--- src/cssd_params.svh ---
// Register offsets, field positions, reset values and counts for the clock select and divider block
`ifndef CSSD_PARAMS_SVH
`define CSSD_PARAMS_SVH

`define CSSD_ADDR_W 8
// Word offsets of the register file
`define CSSD_OFS_CLK_SELECT 8'h00
`define CSSD_OFS_LF_CONFIG 8'h04
`define CSSD_OFS_XO_CONFIG 8'h08
`define CSSD_OFS_XO_TRIM 8'h0c
`define CSSD_OFS_DIV_CMD 8'h10
`define CSSD_OFS_STATUS 8'h14
`define CSSD_OFS_IMO_TRIM 8'h18
`define CSSD_OFS_INT_BASE 8'h40
`define CSSD_OFS_FRAC_BASE 8'h80

// Field positions
`define CSSD_HF_SEL_LSB 0
`define CSSD_SYS_DIV_LSB 4
`define CSSD_EN_BIT 0
`define CSSD_FRAC_LSB 3
`define CSSD_WHOLE_LSB 8
`define CSSD_XO_LP_BIT 0
`define CSSD_XO_AUTO_BIT 1
`define CSSD_XO_LOCK_BIT 2
`define CSSD_XO_EN_BIT 3
`define CSSD_CMD_EN_BIT 31
`define CSSD_CMD_DIS_BIT 30
`define CSSD_CMD_TYPE_LSB 6
`define CSSD_CMD_DIV_LSB 0

// Codes and reset values
`define CSSD_HF_IMO 3'h0
`define CSSD_HF_EXT 3'h1
`define CSSD_LF_SLOW 2'h0
`define CSSD_LF_XTAL 2'h1
`define CSSD_TYPE_INT 2'h1
`define CSSD_TYPE_FRAC 2'h2
`define CSSD_SYS_DIV_RST 4'h0
`define CSSD_IMO_TRIM_RST 8'h80
`define CSSD_MAX_SYS_CODE 4'h7
// Lock loop target: main osc cycles per crystal cycle, with one percent window
`define CSSD_LOCK_TARGET 16'h05b9
`define CSSD_LOCK_TOL 16'h000e

`endif

--- src/cssd_pkg.sv ---
// Types for the clock select and divider block
package cssd_pkg;
    typedef enum logic [2:0] {
        CSSD_SW_RUN = 3'b001,
        CSSD_SW_WAIT_LOW = 3'b010,
        CSSD_SW_SWAP = 3'b100
    } cssd_sw_e;

    typedef struct packed {
        logic en;
        logic [15:0] whole;
        logic [4:0] frac;
    } cssd_div_cfg_s;

    typedef struct packed {
        logic [7:0] addr;
        logic [31:0] wdata;
        logic wr;
        logic rd;
    } cssd_bus_s;
endpackage

--- src/cssd_top.sv ---
// Root and low clock selection, system prescaler, peripheral dividers and crystal oscillator control
`timescale 1ns/10ps
`include "cssd_params.svh"

module cssd_top #(
    parameter int N_INT = 16,
    parameter int N_FRAC = 4
) (
    input wire logic CLK_IN,
    input wire logic RST_IN,
    input wire logic [7:0] ADDR_IN,
    input wire logic [31:0] WDATA_IN,
    input wire logic WR_IN,
    input wire logic RD_IN,
    output logic [31:0] RDATA_OUT,
    input wire logic IMO_CLK_EN_IN,
    input wire logic EXT_CLK_EN_IN,
    input wire logic SLOW_OSC_IN,
    input wire logic XTAL_OSC_IN,
    input wire logic DEEP_SLEEP_IN,
    input wire logic HIBERNATE_IN,
    input wire logic STOP_IN,
    output logic ROOT_CLK_EN_OUT,
    output logic SYS_CLK_EN_OUT,
    output logic LF_CLK_OUT,
    output logic [N_INT-1:0] INT_DIV_CLK_OUT,
    output logic [N_FRAC-1:0] FRAC_DIV_CLK_OUT,
    output logic XTAL_RUN_OUT,
    output logic XTAL_LOW_POWER_OUT,
    output logic [3:0] XTAL_GAIN_OUT,
    output logic [7:0] IMO_TRIM_OUT
);

    ////////////////////////////////////////////////////////////////////////////////
    // Register file
    cssd_pkg::cssd_bus_s bus;
    logic [2:0] hf_source_select_q;
    logic [3:0] sys_prescale_code_q;
    logic [1:0] lf_source_select_q;
    logic [3:0] crystal_osc_config_q;
    logic [7:0] crystal_osc_gain_trim_q;
    cssd_pkg::cssd_div_cfg_s int_cfg_q [N_INT];
    cssd_pkg::cssd_div_cfg_s frac_cfg_q [N_FRAC];
    logic [2:0] hf_active_q;
    logic [3:0] sys_active_q;
    logic [7:0] imo_trim_q;
    logic lock_hit_q;

    assign bus = '{addr: ADDR_IN, wdata: WDATA_IN, wr: WR_IN, rd: RD_IN};

    always_ff @(posedge CLK_IN) begin
        if (RST_IN) begin
            hf_source_select_q <= `CSSD_HF_IMO;
            sys_prescale_code_q <= `CSSD_SYS_DIV_RST;
            lf_source_select_q <= `CSSD_LF_SLOW;
            crystal_osc_config_q <= 4'h0;
            crystal_osc_gain_trim_q <= 8'h00;
        end else if (bus.wr) begin
            unique case (bus.addr)
                `CSSD_OFS_CLK_SELECT: begin
                    hf_source_select_q <= bus.wdata[`CSSD_HF_SEL_LSB +: 3];
                    sys_prescale_code_q <= bus.wdata[`CSSD_SYS_DIV_LSB +: 4];
                end
                `CSSD_OFS_LF_CONFIG: lf_source_select_q <= bus.wdata[1:0];
                `CSSD_OFS_XO_CONFIG: crystal_osc_config_q <= bus.wdata[3:0];
                `CSSD_OFS_XO_TRIM: crystal_osc_gain_trim_q <= bus.wdata[7:0];
                default: ;
            endcase
        end
    end

    // Enable command: type field picks the divider bank
    logic cmd_wr;
    logic [1:0] cmd_type;
    logic [5:0] cmd_div;
    assign cmd_wr = bus.wr && bus.addr == `CSSD_OFS_DIV_CMD;
    assign cmd_type = bus.wdata[`CSSD_CMD_TYPE_LSB +: 2];
    assign cmd_div = bus.wdata[`CSSD_CMD_DIV_LSB +: 6];

    function automatic logic is_ofs(input logic [7:0] a, input logic [7:0] base, input int idx);
        is_ofs = a == base + 8'(idx * 4);
    endfunction

    always_ff @(posedge CLK_IN) begin
        for (int i = 0; i < N_INT; i++) begin
            if (RST_IN) begin
                int_cfg_q[i] <= '0;
            end else begin
                if (bus.wr && is_ofs(bus.addr, `CSSD_OFS_INT_BASE, i)) begin
                    int_cfg_q[i].whole <= bus.wdata[`CSSD_WHOLE_LSB +: 16];
                end
                if (cmd_wr && cmd_type == `CSSD_TYPE_INT && cmd_div == 6'(i)) begin
                    if (bus.wdata[`CSSD_CMD_EN_BIT]) begin
                        int_cfg_q[i].en <= 1'b1;
                    end else if (bus.wdata[`CSSD_CMD_DIS_BIT]) begin
                        int_cfg_q[i].en <= 1'b0;
                    end
                end
            end
        end
        for (int j = 0; j < N_FRAC; j++) begin
            if (RST_IN) begin
                frac_cfg_q[j] <= '0;
            end else begin
                if (bus.wr && is_ofs(bus.addr, `CSSD_OFS_FRAC_BASE, j)) begin
                    frac_cfg_q[j].whole <= bus.wdata[`CSSD_WHOLE_LSB +: 16];
                    frac_cfg_q[j].frac <= bus.wdata[`CSSD_FRAC_LSB +: 5];
                end
                if (cmd_wr && cmd_type == `CSSD_TYPE_FRAC && cmd_div == 6'(j)) begin
                    if (bus.wdata[`CSSD_CMD_EN_BIT]) begin
                        frac_cfg_q[j].en <= 1'b1;
                    end else if (bus.wdata[`CSSD_CMD_DIS_BIT]) begin
                        frac_cfg_q[j].en <= 1'b0;
                    end
                end
            end
        end
    end

    logic [31:0] rdata_d;
    always_comb begin
        rdata_d = 32'h0;
        unique case (bus.addr)
            `CSSD_OFS_CLK_SELECT: rdata_d = {24'h0, sys_prescale_code_q, 1'b0, hf_source_select_q};
            `CSSD_OFS_LF_CONFIG: rdata_d = {30'h0, lf_source_select_q};
            `CSSD_OFS_XO_CONFIG: rdata_d = {28'h0, crystal_osc_config_q};
            `CSSD_OFS_XO_TRIM: rdata_d = {24'h0, crystal_osc_gain_trim_q};
            `CSSD_OFS_STATUS: rdata_d = {23'h0, lock_hit_q, sys_active_q, 1'b0, hf_active_q};
            `CSSD_OFS_IMO_TRIM: rdata_d = {24'h0, imo_trim_q};
            default: ;
        endcase
        for (int i = 0; i < N_INT; i++) begin
            if (is_ofs(bus.addr, `CSSD_OFS_INT_BASE, i)) begin
                rdata_d = {8'h0, int_cfg_q[i].whole, 7'h0, int_cfg_q[i].en};
            end
        end
        for (int j = 0; j < N_FRAC; j++) begin
            if (is_ofs(bus.addr, `CSSD_OFS_FRAC_BASE, j)) begin
                rdata_d = {8'h0, frac_cfg_q[j].whole, frac_cfg_q[j].frac, 2'h0, frac_cfg_q[j].en};
            end
        end
    end

    always_ff @(posedge CLK_IN) begin
        if (RST_IN) begin
            RDATA_OUT <= 32'h0;
        end else begin
            RDATA_OUT <= bus.rd ? rdata_d : 32'h0;
        end
    end

    ////////////////////////////////////////////////////////////////////////////////
    // Root source: enables are gated so a switch lands between pulses
    logic [2:0] hf_req;
    logic root_en;
    // Reserved codes keep the current source instead of stopping the root
    assign hf_req = (hf_source_select_q <= `CSSD_HF_EXT) ? hf_source_select_q : hf_active_q;

    always_ff @(posedge CLK_IN) begin
        if (RST_IN) begin
            hf_active_q <= `CSSD_HF_IMO;
        end else if (hf_req != hf_active_q && !root_en) begin
            hf_active_q <= hf_req;
        end
    end

    assign root_en = (hf_active_q == `CSSD_HF_EXT) ? EXT_CLK_EN_IN : IMO_CLK_EN_IN;
    assign ROOT_CLK_EN_OUT = root_en;

    ////////////////////////////////////////////////////////////////////////////////
    // System prescaler: new code taken only at a period boundary
    logic [6:0] sys_cnt_q;
    logic sys_wrap;
    logic [3:0] sys_code_ok;
    assign sys_code_ok = (sys_prescale_code_q > `CSSD_MAX_SYS_CODE) ? `CSSD_MAX_SYS_CODE : sys_prescale_code_q;
    assign sys_wrap = sys_cnt_q == 7'((8'h1 << sys_active_q[2:0]) - 8'h1);

    always_ff @(posedge CLK_IN) begin
        if (RST_IN) begin
            sys_cnt_q <= 7'h0;
            sys_active_q <= `CSSD_SYS_DIV_RST;
        end else if (root_en) begin
            if (sys_wrap) begin
                sys_cnt_q <= 7'h0;
                sys_active_q <= sys_code_ok;
            end else begin
                sys_cnt_q <= sys_cnt_q + 7'h1;
            end
        end
    end

    assign SYS_CLK_EN_OUT = root_en && sys_wrap;

    ////////////////////////////////////////////////////////////////////////////////
    // Low clock mux and crystal oscillator control
    logic xtal_run;
    assign xtal_run = crystal_osc_config_q[`CSSD_XO_EN_BIT] && !HIBERNATE_IN && !STOP_IN;

    always_ff @(posedge CLK_IN) begin
        if (RST_IN) begin
            LF_CLK_OUT <= 1'b0;
            XTAL_RUN_OUT <= 1'b0;
            XTAL_LOW_POWER_OUT <= 1'b0;
            XTAL_GAIN_OUT <= 4'h0;
        end else begin
            LF_CLK_OUT <= (lf_source_select_q == `CSSD_LF_XTAL) ? XTAL_OSC_IN :
                          (lf_source_select_q == `CSSD_LF_SLOW) ? SLOW_OSC_IN : 1'b0;
            XTAL_RUN_OUT <= xtal_run;
            if (crystal_osc_config_q[`CSSD_XO_LP_BIT]) begin
                XTAL_LOW_POWER_OUT <= 1'b1;
                XTAL_GAIN_OUT <= crystal_osc_gain_trim_q[7:4];
            end else if (crystal_osc_config_q[`CSSD_XO_AUTO_BIT] && DEEP_SLEEP_IN) begin
                XTAL_LOW_POWER_OUT <= 1'b1;
                XTAL_GAIN_OUT <= crystal_osc_gain_trim_q[7:4];
            end else begin
                XTAL_LOW_POWER_OUT <= 1'b0;
                XTAL_GAIN_OUT <= crystal_osc_gain_trim_q[3:0];
            end
        end
    end

    ////////////////////////////////////////////////////////////////////////////////
    // Lock loop: count main osc ticks per crystal period, step trim
    logic [1:0] xtal_hist_q;
    logic [15:0] lock_cnt_q;
    logic xtal_rise;
    assign xtal_rise = xtal_hist_q == 2'b01;

    always_ff @(posedge CLK_IN) begin
        if (RST_IN) begin
            xtal_hist_q <= 2'b00;
            lock_cnt_q <= 16'h0;
            imo_trim_q <= `CSSD_IMO_TRIM_RST;
            lock_hit_q <= 1'b0;
        end else begin
            xtal_hist_q <= {xtal_hist_q[0], XTAL_OSC_IN};
            if (!(crystal_osc_config_q[`CSSD_XO_LOCK_BIT] && xtal_run)) begin
                lock_cnt_q <= 16'h0;
                lock_hit_q <= 1'b0;
            end else if (xtal_rise) begin
                lock_cnt_q <= 16'h0;
                lock_hit_q <= 1'b0;
                if (lock_cnt_q > `CSSD_LOCK_TARGET + `CSSD_LOCK_TOL) begin
                    if (imo_trim_q != 8'h00) imo_trim_q <= imo_trim_q - 8'h1;
                end else if (lock_cnt_q < `CSSD_LOCK_TARGET - `CSSD_LOCK_TOL) begin
                    if (imo_trim_q != 8'hff) imo_trim_q <= imo_trim_q + 8'h1;
                end else begin
                    lock_hit_q <= 1'b1;
                end
            end else if (IMO_CLK_EN_IN && lock_cnt_q != 16'hffff) begin
                lock_cnt_q <= lock_cnt_q + 16'h1;
            end
        end
    end
    assign IMO_TRIM_OUT = imo_trim_q;

    ////////////////////////////////////////////////////////////////////////////////
    // Peripheral dividers, all advanced by the root enable
    logic [15:0] int_cnt_q [N_INT];
    always_ff @(posedge CLK_IN) begin
        for (int i = 0; i < N_INT; i++) begin
            if (RST_IN || !int_cfg_q[i].en) begin
                int_cnt_q[i] <= 16'h0;
                INT_DIV_CLK_OUT[i] <= 1'b0;
            end else if (root_en) begin
                INT_DIV_CLK_OUT[i] <= int_cnt_q[i] == int_cfg_q[i].whole;
                int_cnt_q[i] <= (int_cnt_q[i] == int_cfg_q[i].whole) ? 16'h0 : int_cnt_q[i] + 16'h1;
            end else begin
                INT_DIV_CLK_OUT[i] <= 1'b0;
            end
        end
    end

    // Fraction accumulator stretches a period by one cycle on carry
    logic [15:0] frac_cnt_q [N_FRAC];
    logic [4:0] frac_acc_q [N_FRAC];
    logic [5:0] frac_sum [N_FRAC];
    logic [16:0] frac_end [N_FRAC];
    always_comb begin
        for (int j = 0; j < N_FRAC; j++) begin
            frac_sum[j] = {1'b0, frac_acc_q[j]} + {1'b0, frac_cfg_q[j].frac};
            frac_end[j] = {1'b0, frac_cfg_q[j].whole} + {16'h0, frac_sum[j][5]};
        end
    end

    always_ff @(posedge CLK_IN) begin
        for (int j = 0; j < N_FRAC; j++) begin
            if (RST_IN || !frac_cfg_q[j].en) begin
                frac_cnt_q[j] <= 16'h0;
                frac_acc_q[j] <= 5'h0;
                FRAC_DIV_CLK_OUT[j] <= 1'b0;
            end else if (root_en) begin
                if ({1'b0, frac_cnt_q[j]} >= frac_end[j]) begin
                    frac_cnt_q[j] <= 16'h0;
                    frac_acc_q[j] <= frac_sum[j][4:0];
                    FRAC_DIV_CLK_OUT[j] <= 1'b1;
                end else begin
                    frac_cnt_q[j] <= frac_cnt_q[j] + 16'h1;
                    FRAC_DIV_CLK_OUT[j] <= 1'b0;
                end
            end else begin
                FRAC_DIV_CLK_OUT[j] <= 1'b0;
            end
        end
    end

endmodule // cssd_top

--- config.mk ---
export PLATFORM = sky130hd
export DESIGN_NAME = cssd_top
export DESIGN_NICKNAME = d
export VERILOG_FILES = /design/src/cssd_pkg.sv /design/src/cssd_top.sv
export VERILOG_INCLUDE_DIRS = /design/src
export SDC_FILE = /design/constraint.sdc
export NUM_CORES = 2
export LEC_CHECK = 0
export BUFFER_PORTS_ARGS = -buffer_cell sky130_fd_sc_hd__clkbuf_2
export CORE_MARGIN = 4
export CORE_UTILIZATION = 45
export CTS_CLUSTER_SIZE = 16
export DETAILED_ROUTE_END_ITERATION = 7
export PLACE_DENSITY = 0.69
export RECOVER_POWER = 100
export SLEW_MARGIN = 20
export SYNTH_ARGS = -nofsm -noshare
export SYNTH_HDL_FRONTEND = slang
export SYNTH_SLANG_ARGS = --single-unit
--- constraint.sdc ---
create_clock -name CLK_IN -period 5.7 [get_ports CLK_IN]
set_clock_uncertainty 0.2 [all_clocks]
set_input_delay 0.285 -clock CLK_IN [delete_from_list [all_inputs] [get_ports CLK_IN]]
set_output_delay 0.285 -clock CLK_IN [all_outputs]
set_load 0.005 [all_outputs]
After elaboration in Yosys (flattened, before gate mapping)
Memory sizes are Yosys's and may differ from the RTL's.
Cells that the tools add are included.
{"block": "classes", "n_mux": 435, "magnitude_cmp": 8, "eq_ne": 67, "n_addsub": 33, "n_shift": 1, "n_bitwise": 95, "reduce_logical": 125}
{"operator": "16-bit 2-to-1 mux", "count": 60}
{"operator": "24-bit 2-to-1 mux", "count": 20}
{"operator": "1-bit 2-to-1 mux", "count": 337}
{"operator": "16-bit by 1-bit adder with 16-bit output (second input constant)", "count": 21}
{"operator": "16-bit equality test", "count": 16}
{"operator": "8-bit by 7-bit equality test with 1-bit output (second input constant)", "count": 16}
{"operator": "1-bit bitwise OR", "count": 92}
{"operator": "16-bit by 1-bit adder with 17-bit output", "count": 4}
{"operator": "16-bit by 17-bit >= comparator with 1-bit output", "count": 4}
{"operator": "9-bit one-hot mux with 6 select lines", "count": 1}
{"operator": "1-bit logical AND", "count": 50}
{"operator": "6-bit by 4-bit equality test with 1-bit output (second input constant)", "count": 8}
{"operator": "5-bit 2-to-1 mux", "count": 8}
{"operator": "2-bit OR reduction", "count": 18}
{"operator": "8-bit equality test (second input constant)", "count": 4}
{"operator": "8-bit 2-to-1 mux", "count": 4}
{"operator": "5-bit by 5-bit adder with 6-bit output", "count": 4}
{"operator": "6-bit by 3-bit equality test with 1-bit output (second input constant)", "count": 4}
{"operator": "8-bit by 5-bit equality test with 1-bit output (second input constant)", "count": 3}
{"operator": "1-bit logical NOT", "count": 23}
{"operator": "22-bit OR reduction", "count": 1}
{"operator": "1-bit logical OR", "count": 20}
{"operator": "8-bit by 4-bit equality test with 1-bit output (second input constant)", "count": 2}
{"operator": "16-bit by 11-bit > comparator with 1-bit output (second input constant)", "count": 1}
{"operator": "other kinds (31)", "count": 43}
{"block": "word_totals", "ram_bits": 700, "n_memories": 5, "out_inout_bits": 69, "word_cells": 804, "reg_bits": 121, "in_bits": 51}
{"memory": "int_cfg_q", "words": 16, "width": 17, "read_ports": 16, "rd_clocked_by_memory_dff": 0, "write_ports": 16, "line": "cssd_top.sv:42", "source": "cssd_pkg::cssd_div_cfg_s int_cfg_q [N_INT];"}
{"memory": "int_cnt_q", "words": 16, "width": 16, "read_ports": 16, "rd_clocked_by_memory_dff": 0, "write_ports": 16, "line": "cssd_top.sv:259", "source": "logic [15:0] int_cnt_q [N_INT];"}
{"memory": "frac_cfg_q", "words": 4, "width": 22, "read_ports": 4, "rd_clocked_by_memory_dff": 0, "write_ports": 4, "line": "cssd_top.sv:43", "source": "cssd_pkg::cssd_div_cfg_s frac_cfg_q [N_FRAC];"}
{"memory": "frac_cnt_q", "words": 4, "width": 16, "read_ports": 4, "rd_clocked_by_memory_dff": 0, "write_ports": 4, "line": "cssd_top.sv:275", "source": "logic [15:0] frac_cnt_q [N_FRAC];"}
{"memory": "frac_acc_q", "words": 4, "width": 5, "read_ports": 4, "rd_clocked_by_memory_dff": 0, "write_ports": 4, "line": "cssd_top.sv:276", "source": "logic [4:0] frac_acc_q [N_FRAC];"}

Longest topological paths before layout
{"block": "logic_depth", "depth_word": 22, "ltp_mapped": 22, "ltp_nobuf": 21}

Worst setup path after synthesis
OpenSTA, ideal clock, no wires.
{"block": "synth_path", "path_type": "reg-to-reg", "startpoint": "memory frac_cfg_q[0][1] (netlist name)", "endpoint": "memory frac_cnt_q[0][10] (data pin)", "required_time_ns": 5.234, "stages_incl_launch_ff": 23, "setup_time_ns": 0.266, "period_less_slack_ns": 4.580, "t_arrival_ns": 4.114, "setup_slack_ns": 1.120, "n_path_buf": 1, "path_cell_list": "edfxtp_1 ha_1 a21o_1 a21oi_1 nor2b_1 o21ai_0 nand2b_1 ha_1 ha_1 nand2_1 nor3_1 and3_1 nand3_1 xor2_1 ha_1 and4_1 nand4_1 o41a_1 a32oi_1 o21ai_1 nand3_1 clkbuf_1 nor2_1"}
{"item": "from (decl)", "line": "cssd_top.sv:43"}
{"item": "to (decl)", "line": "cssd_top.sv:275"}

==> impl_metrics.csv <==
group,metric,value,unit
status,status,"finished, violations left",
status,failed_checks,"DRC, capacitance limit, slew limit",
logic_synthesis,synth.cell_area,44800,um2
routing,final_antenna_net_count,0,
logic_synthesis,synth_most_common_cell,"edfxtp_1",
sta,slew_violations,102,
cts,cts_root_buf,"clkbuf_16",
cts,clockBufferDepth,3,
floorplanning,start_util,0.455,
logic_synthesis,synth_warnings,0,
routing,first_pass_iters,8,
cells_and_area,final_nets,4520,
power,p_leak,18.3,nW
critical_path,cp.required,5.89,ns
critical_path,crit_path_start_kind,"flop",
cts,cts_tree,"yes",
routing,vias_per_cell,5.86,
cts,clock_sinks,813,
critical_path,critPathKind,"reg -> reg",
global_routing,antenna_found_initial,12,
logic_synthesis,synth_common_cells,"edfxtp_1 (700), nor2_1 (510), xor2_1 (473), and2_1 (356), nand2_1 (277)",
placed_design,numPortBuffers,105,
floorplanning,die_x,324,um
sta,worst_slew_pin_slew,2.57,ns
sta,final.setup.tns,0,ns
placed_design,place_area,46700,um2
sta,fin_hold_ws,0.0400,ns
global_routing,grt_pass1_vias,31800,
sta,final-hold-violation-count,0,
sta,max_freq,193,MHz
floorplanning,rows,115,
routing,route.detailed.drc,3,
logic_synthesis,synth_top_area_share,0.469,
critical_path,worstSetupStartpoint,"frac_cfg_q[0][1]$_SDFFCE_PN0P_",
logic_synthesis,synthCells,4253,
placed_design,dp_hpwl,96700,um
floorplanning,ios,120,
cts,htree_num_levels,3,
cells_and_area,utilization,0.506,
sta,period_share,0.910,
power,power_density,287,nW/um2
floorplanning,coreArea,98600,um2
logic_synthesis,ys.flop_type,"edfxtp_1",
logic_synthesis,synth-seq-area-share,0.519,
logic_synthesis,async_flop_share,0,
cts,insertion_delay,0.68,ns
sta,period_minus_slack,5.19,ns
hold_path,hold_start,"WR_IN",
cts,numCtsBuffers,92,
routing,routed_wl,137000,um
global_routing,overflow,0,
logic_synthesis,synthDistinctLibCells,88,
cts,post_cts_buffers,0,
global_routing,track_usage,0.255,
cells_and_area,layoutNonFillerInstCount,5715,
logic_synthesis,synth.largest_area_cell,"edfxtp_1",
logic_synthesis,synth_edf_count,700,
placed_design,placed_cells,5514,
sta,relSlewSlack,-0.711,
global_routing,grt_max_degree,51,
routing,dr_total_vias,33500,
placed_design,gp_congestion,0.981,
routing,wire_per_inst,24.0,um
sta,setup_viol_count_final,0,
floorplanning,die_area,105000,um2
hold_path,hold_class,"in -> reg",
critical_path,r2r-start,"frac_cfg_q[0][1]$_SDFFCE_PN0P_",
critical_path,arrival,5.38,ns
routing,drtIter0Drc,4207,
cts,clk_pin_slew,0.06,ns
floorplanning,fp.dieH,324,um
power,max-vdd-ir-drop,0.294,mV
logic_synthesis,synth_area_per_cell,10.5,um2
logic_synthesis,synth_area_leaders,"edfxtp_1 (47%), xor2_1 (9.2%), dfxtp_1 (5.0%)",
flow_run,maxCapViolations,4,
cells_and_area,post-route-cell-area,49900,um2
cells_and_area,nFillCells,8665,
global_routing,grt_pass1_wl,201000,um
cells_and_area,area_growth,11.2,%
logic_synthesis,synth_seq_cells,813,
critical_path,critPathMaxFanout,7,
critical_path,endpoint_kind,"flop",
cells_and_area,final_layout_size_suffix_gt1_frac,0.0638,
sta,rsz0062_at_grt,"false",
==> metal layers <==
layer | share of wire | wire length (um) | vias to the layer above | GRT usage
li1 | - | - | 15400 | -
met1 | 0.41 | 56000 | 16200 | 0.348
met2 | 0.45 | 61400 | 1558 | 0.396
met3 | 0.099 | 13600 | 337 | 0.0565
met4 | 0.046 | 6350 | 0 | 0.108
met5 | 0 | 0 | - | 0
==> cells in the final DEF (no fill, tap or decap), types with 10 or more instances in the layout <==
cell             n
edfxtp_1       700
nor3_1          72
nand2b_1        23
o22ai_1         28
clkinv_1        14
nor4_1          74
xnor2_1        128
a22oi_1         36
or2_2           15
nor2b_1         37
or3_1           32
and2_0         197
clkbuf_2        56
o211ai_1        10
nand4_1         72
a21o_1          52
and4_1          15
nor2_1         510
nand2_1        277
o21ai_0        134
clkbuf_16       96
mux2i_1         54
bufinv_16       10
buf_4           35
o21a_1          15
a211oi_1        14
a21oi_1        133
a221oi_1        23
o221ai_1        16
clkbuf_1        87
nand3_1        199
inv_1           75
dfxtp_1        113
xor2_1         473
and2_1         159
clkinv_2        13
dlygate4sd3_1   21
ha_1           121
and3_1          97
mux2_2          12
==> critical path: stages, from the launching register on <==
cell	delay, ns
edfxtp_1	0.40
ha_1	0.30
a21o_1	0.12
a21oi_1	0.08
nor2b_1	0.16
o21ai_0	0.10
nand2b_1	0.10
ha_1	0.19
ha_1	0.21
nand2_1	0.09
nor3_1	0.39
and3_1	0.26
nand3_1	0.10
xor2_1	0.16
ha_1	0.29
and4_1	0.23
nand4_1	0.14
o41a_1	0.44
a32oi_1	0.15
o21ai_1	0.26
o21ai_1	0.34
buf_4	0.20
==> repair_timing <==
item	CTS	global route
endpoints found under the hold margin	77	0
gates resized for setup	0	2
hold buffers	21	0
endpoints found under the setup margin	0	19
==> through the flow <==
stage / power (mW) / worst slack, ns
final: 14.3 / 0.511
after CTS: 14.4 / 0.466
after global placement: 8.26 / 0.577
after detailed placement: 8.28 / 0.475
after floorplan: 7.81 / 1.12
after global routing: 14.7 / 0.0966
==> sequential cells by signal, summed over array words and instances (netlist names), 8 cells and up <==
register / count
frac_cnt_q: 64
int_cnt_q: 256
IMO_TRIM_OUT: 8
frac_cfg_q: 88
int_cfg_q: 272
INT_DIV_CLK_OUT: 16
crystal_osc_gain_trim_q: 8
lock_cnt_q: 16
RDATA_OUT: 24
frac_acc_q: 20
==> final cells by class <==
| type | count | area (um2) | share of cell area |
|---|---|---|---|
| inverters | 75 | 282 | 0.00565 |
| diodes | 8 | 20.0 | 0.000401 |
| repair buffers | 179 | 1010 | 0.0202 |
| flip-flops and latches | 813 | 23300 | 0.467 |
| multi-input cells | 3182 | 20600 | 0.413 |
| clock inverters | 49 | 543 | 0.0109 |
| well taps | 1287 | 1610 | 0.0323 |
| clock buffers | 122 | 2540 | 0.0509 |
==> worst paths after layout <==
kind / endpoint / slack [ns] / depth (start not counted)
max reg2reg: frac_acc_q[0][0]$_SDFFCE_PN0P_ / 0.51 / 21
min reg2reg: sys_active_q[3]$_SDFFE_PP0P_ / 0.25 / 2
min: crystal_osc_gain_trim_q[2]$_SDFFE_PP0P_ / 0.04 / 4
max: frac_acc_q[0][0]$_SDFFCE_PN0P_ / 0.51 / 21
==> cells by family (layout without fill, tap and decap cells) <==
family | after synthesis | after routing | share of synthesized area
AO/OA/AOI/OAI | 550 | 550 | 0.0798
flip-flops | 813 | 813 | 0.519
AND/OR/NAND/NOR | 1831 | 1831 | 0.208
multiplexers | 66 | 66 | 0.0151
other | 1 | 16 | 0.0000836
buffers and inverters | 265 | 425 | 0.0241
XOR/XNOR | 601 | 601 | 0.117
adder cells (fa/ha/maj) | 126 | 126 | 0.0360
==> power breakdown <==
group / internal (mW) / switching (mW)
combinational: 0.408 / 0.712
clock: 3.60 / 2.52
sequential: 6.72 / 0.364
total: 10.7 / 3.59
(Power assumes the default switching activity.)
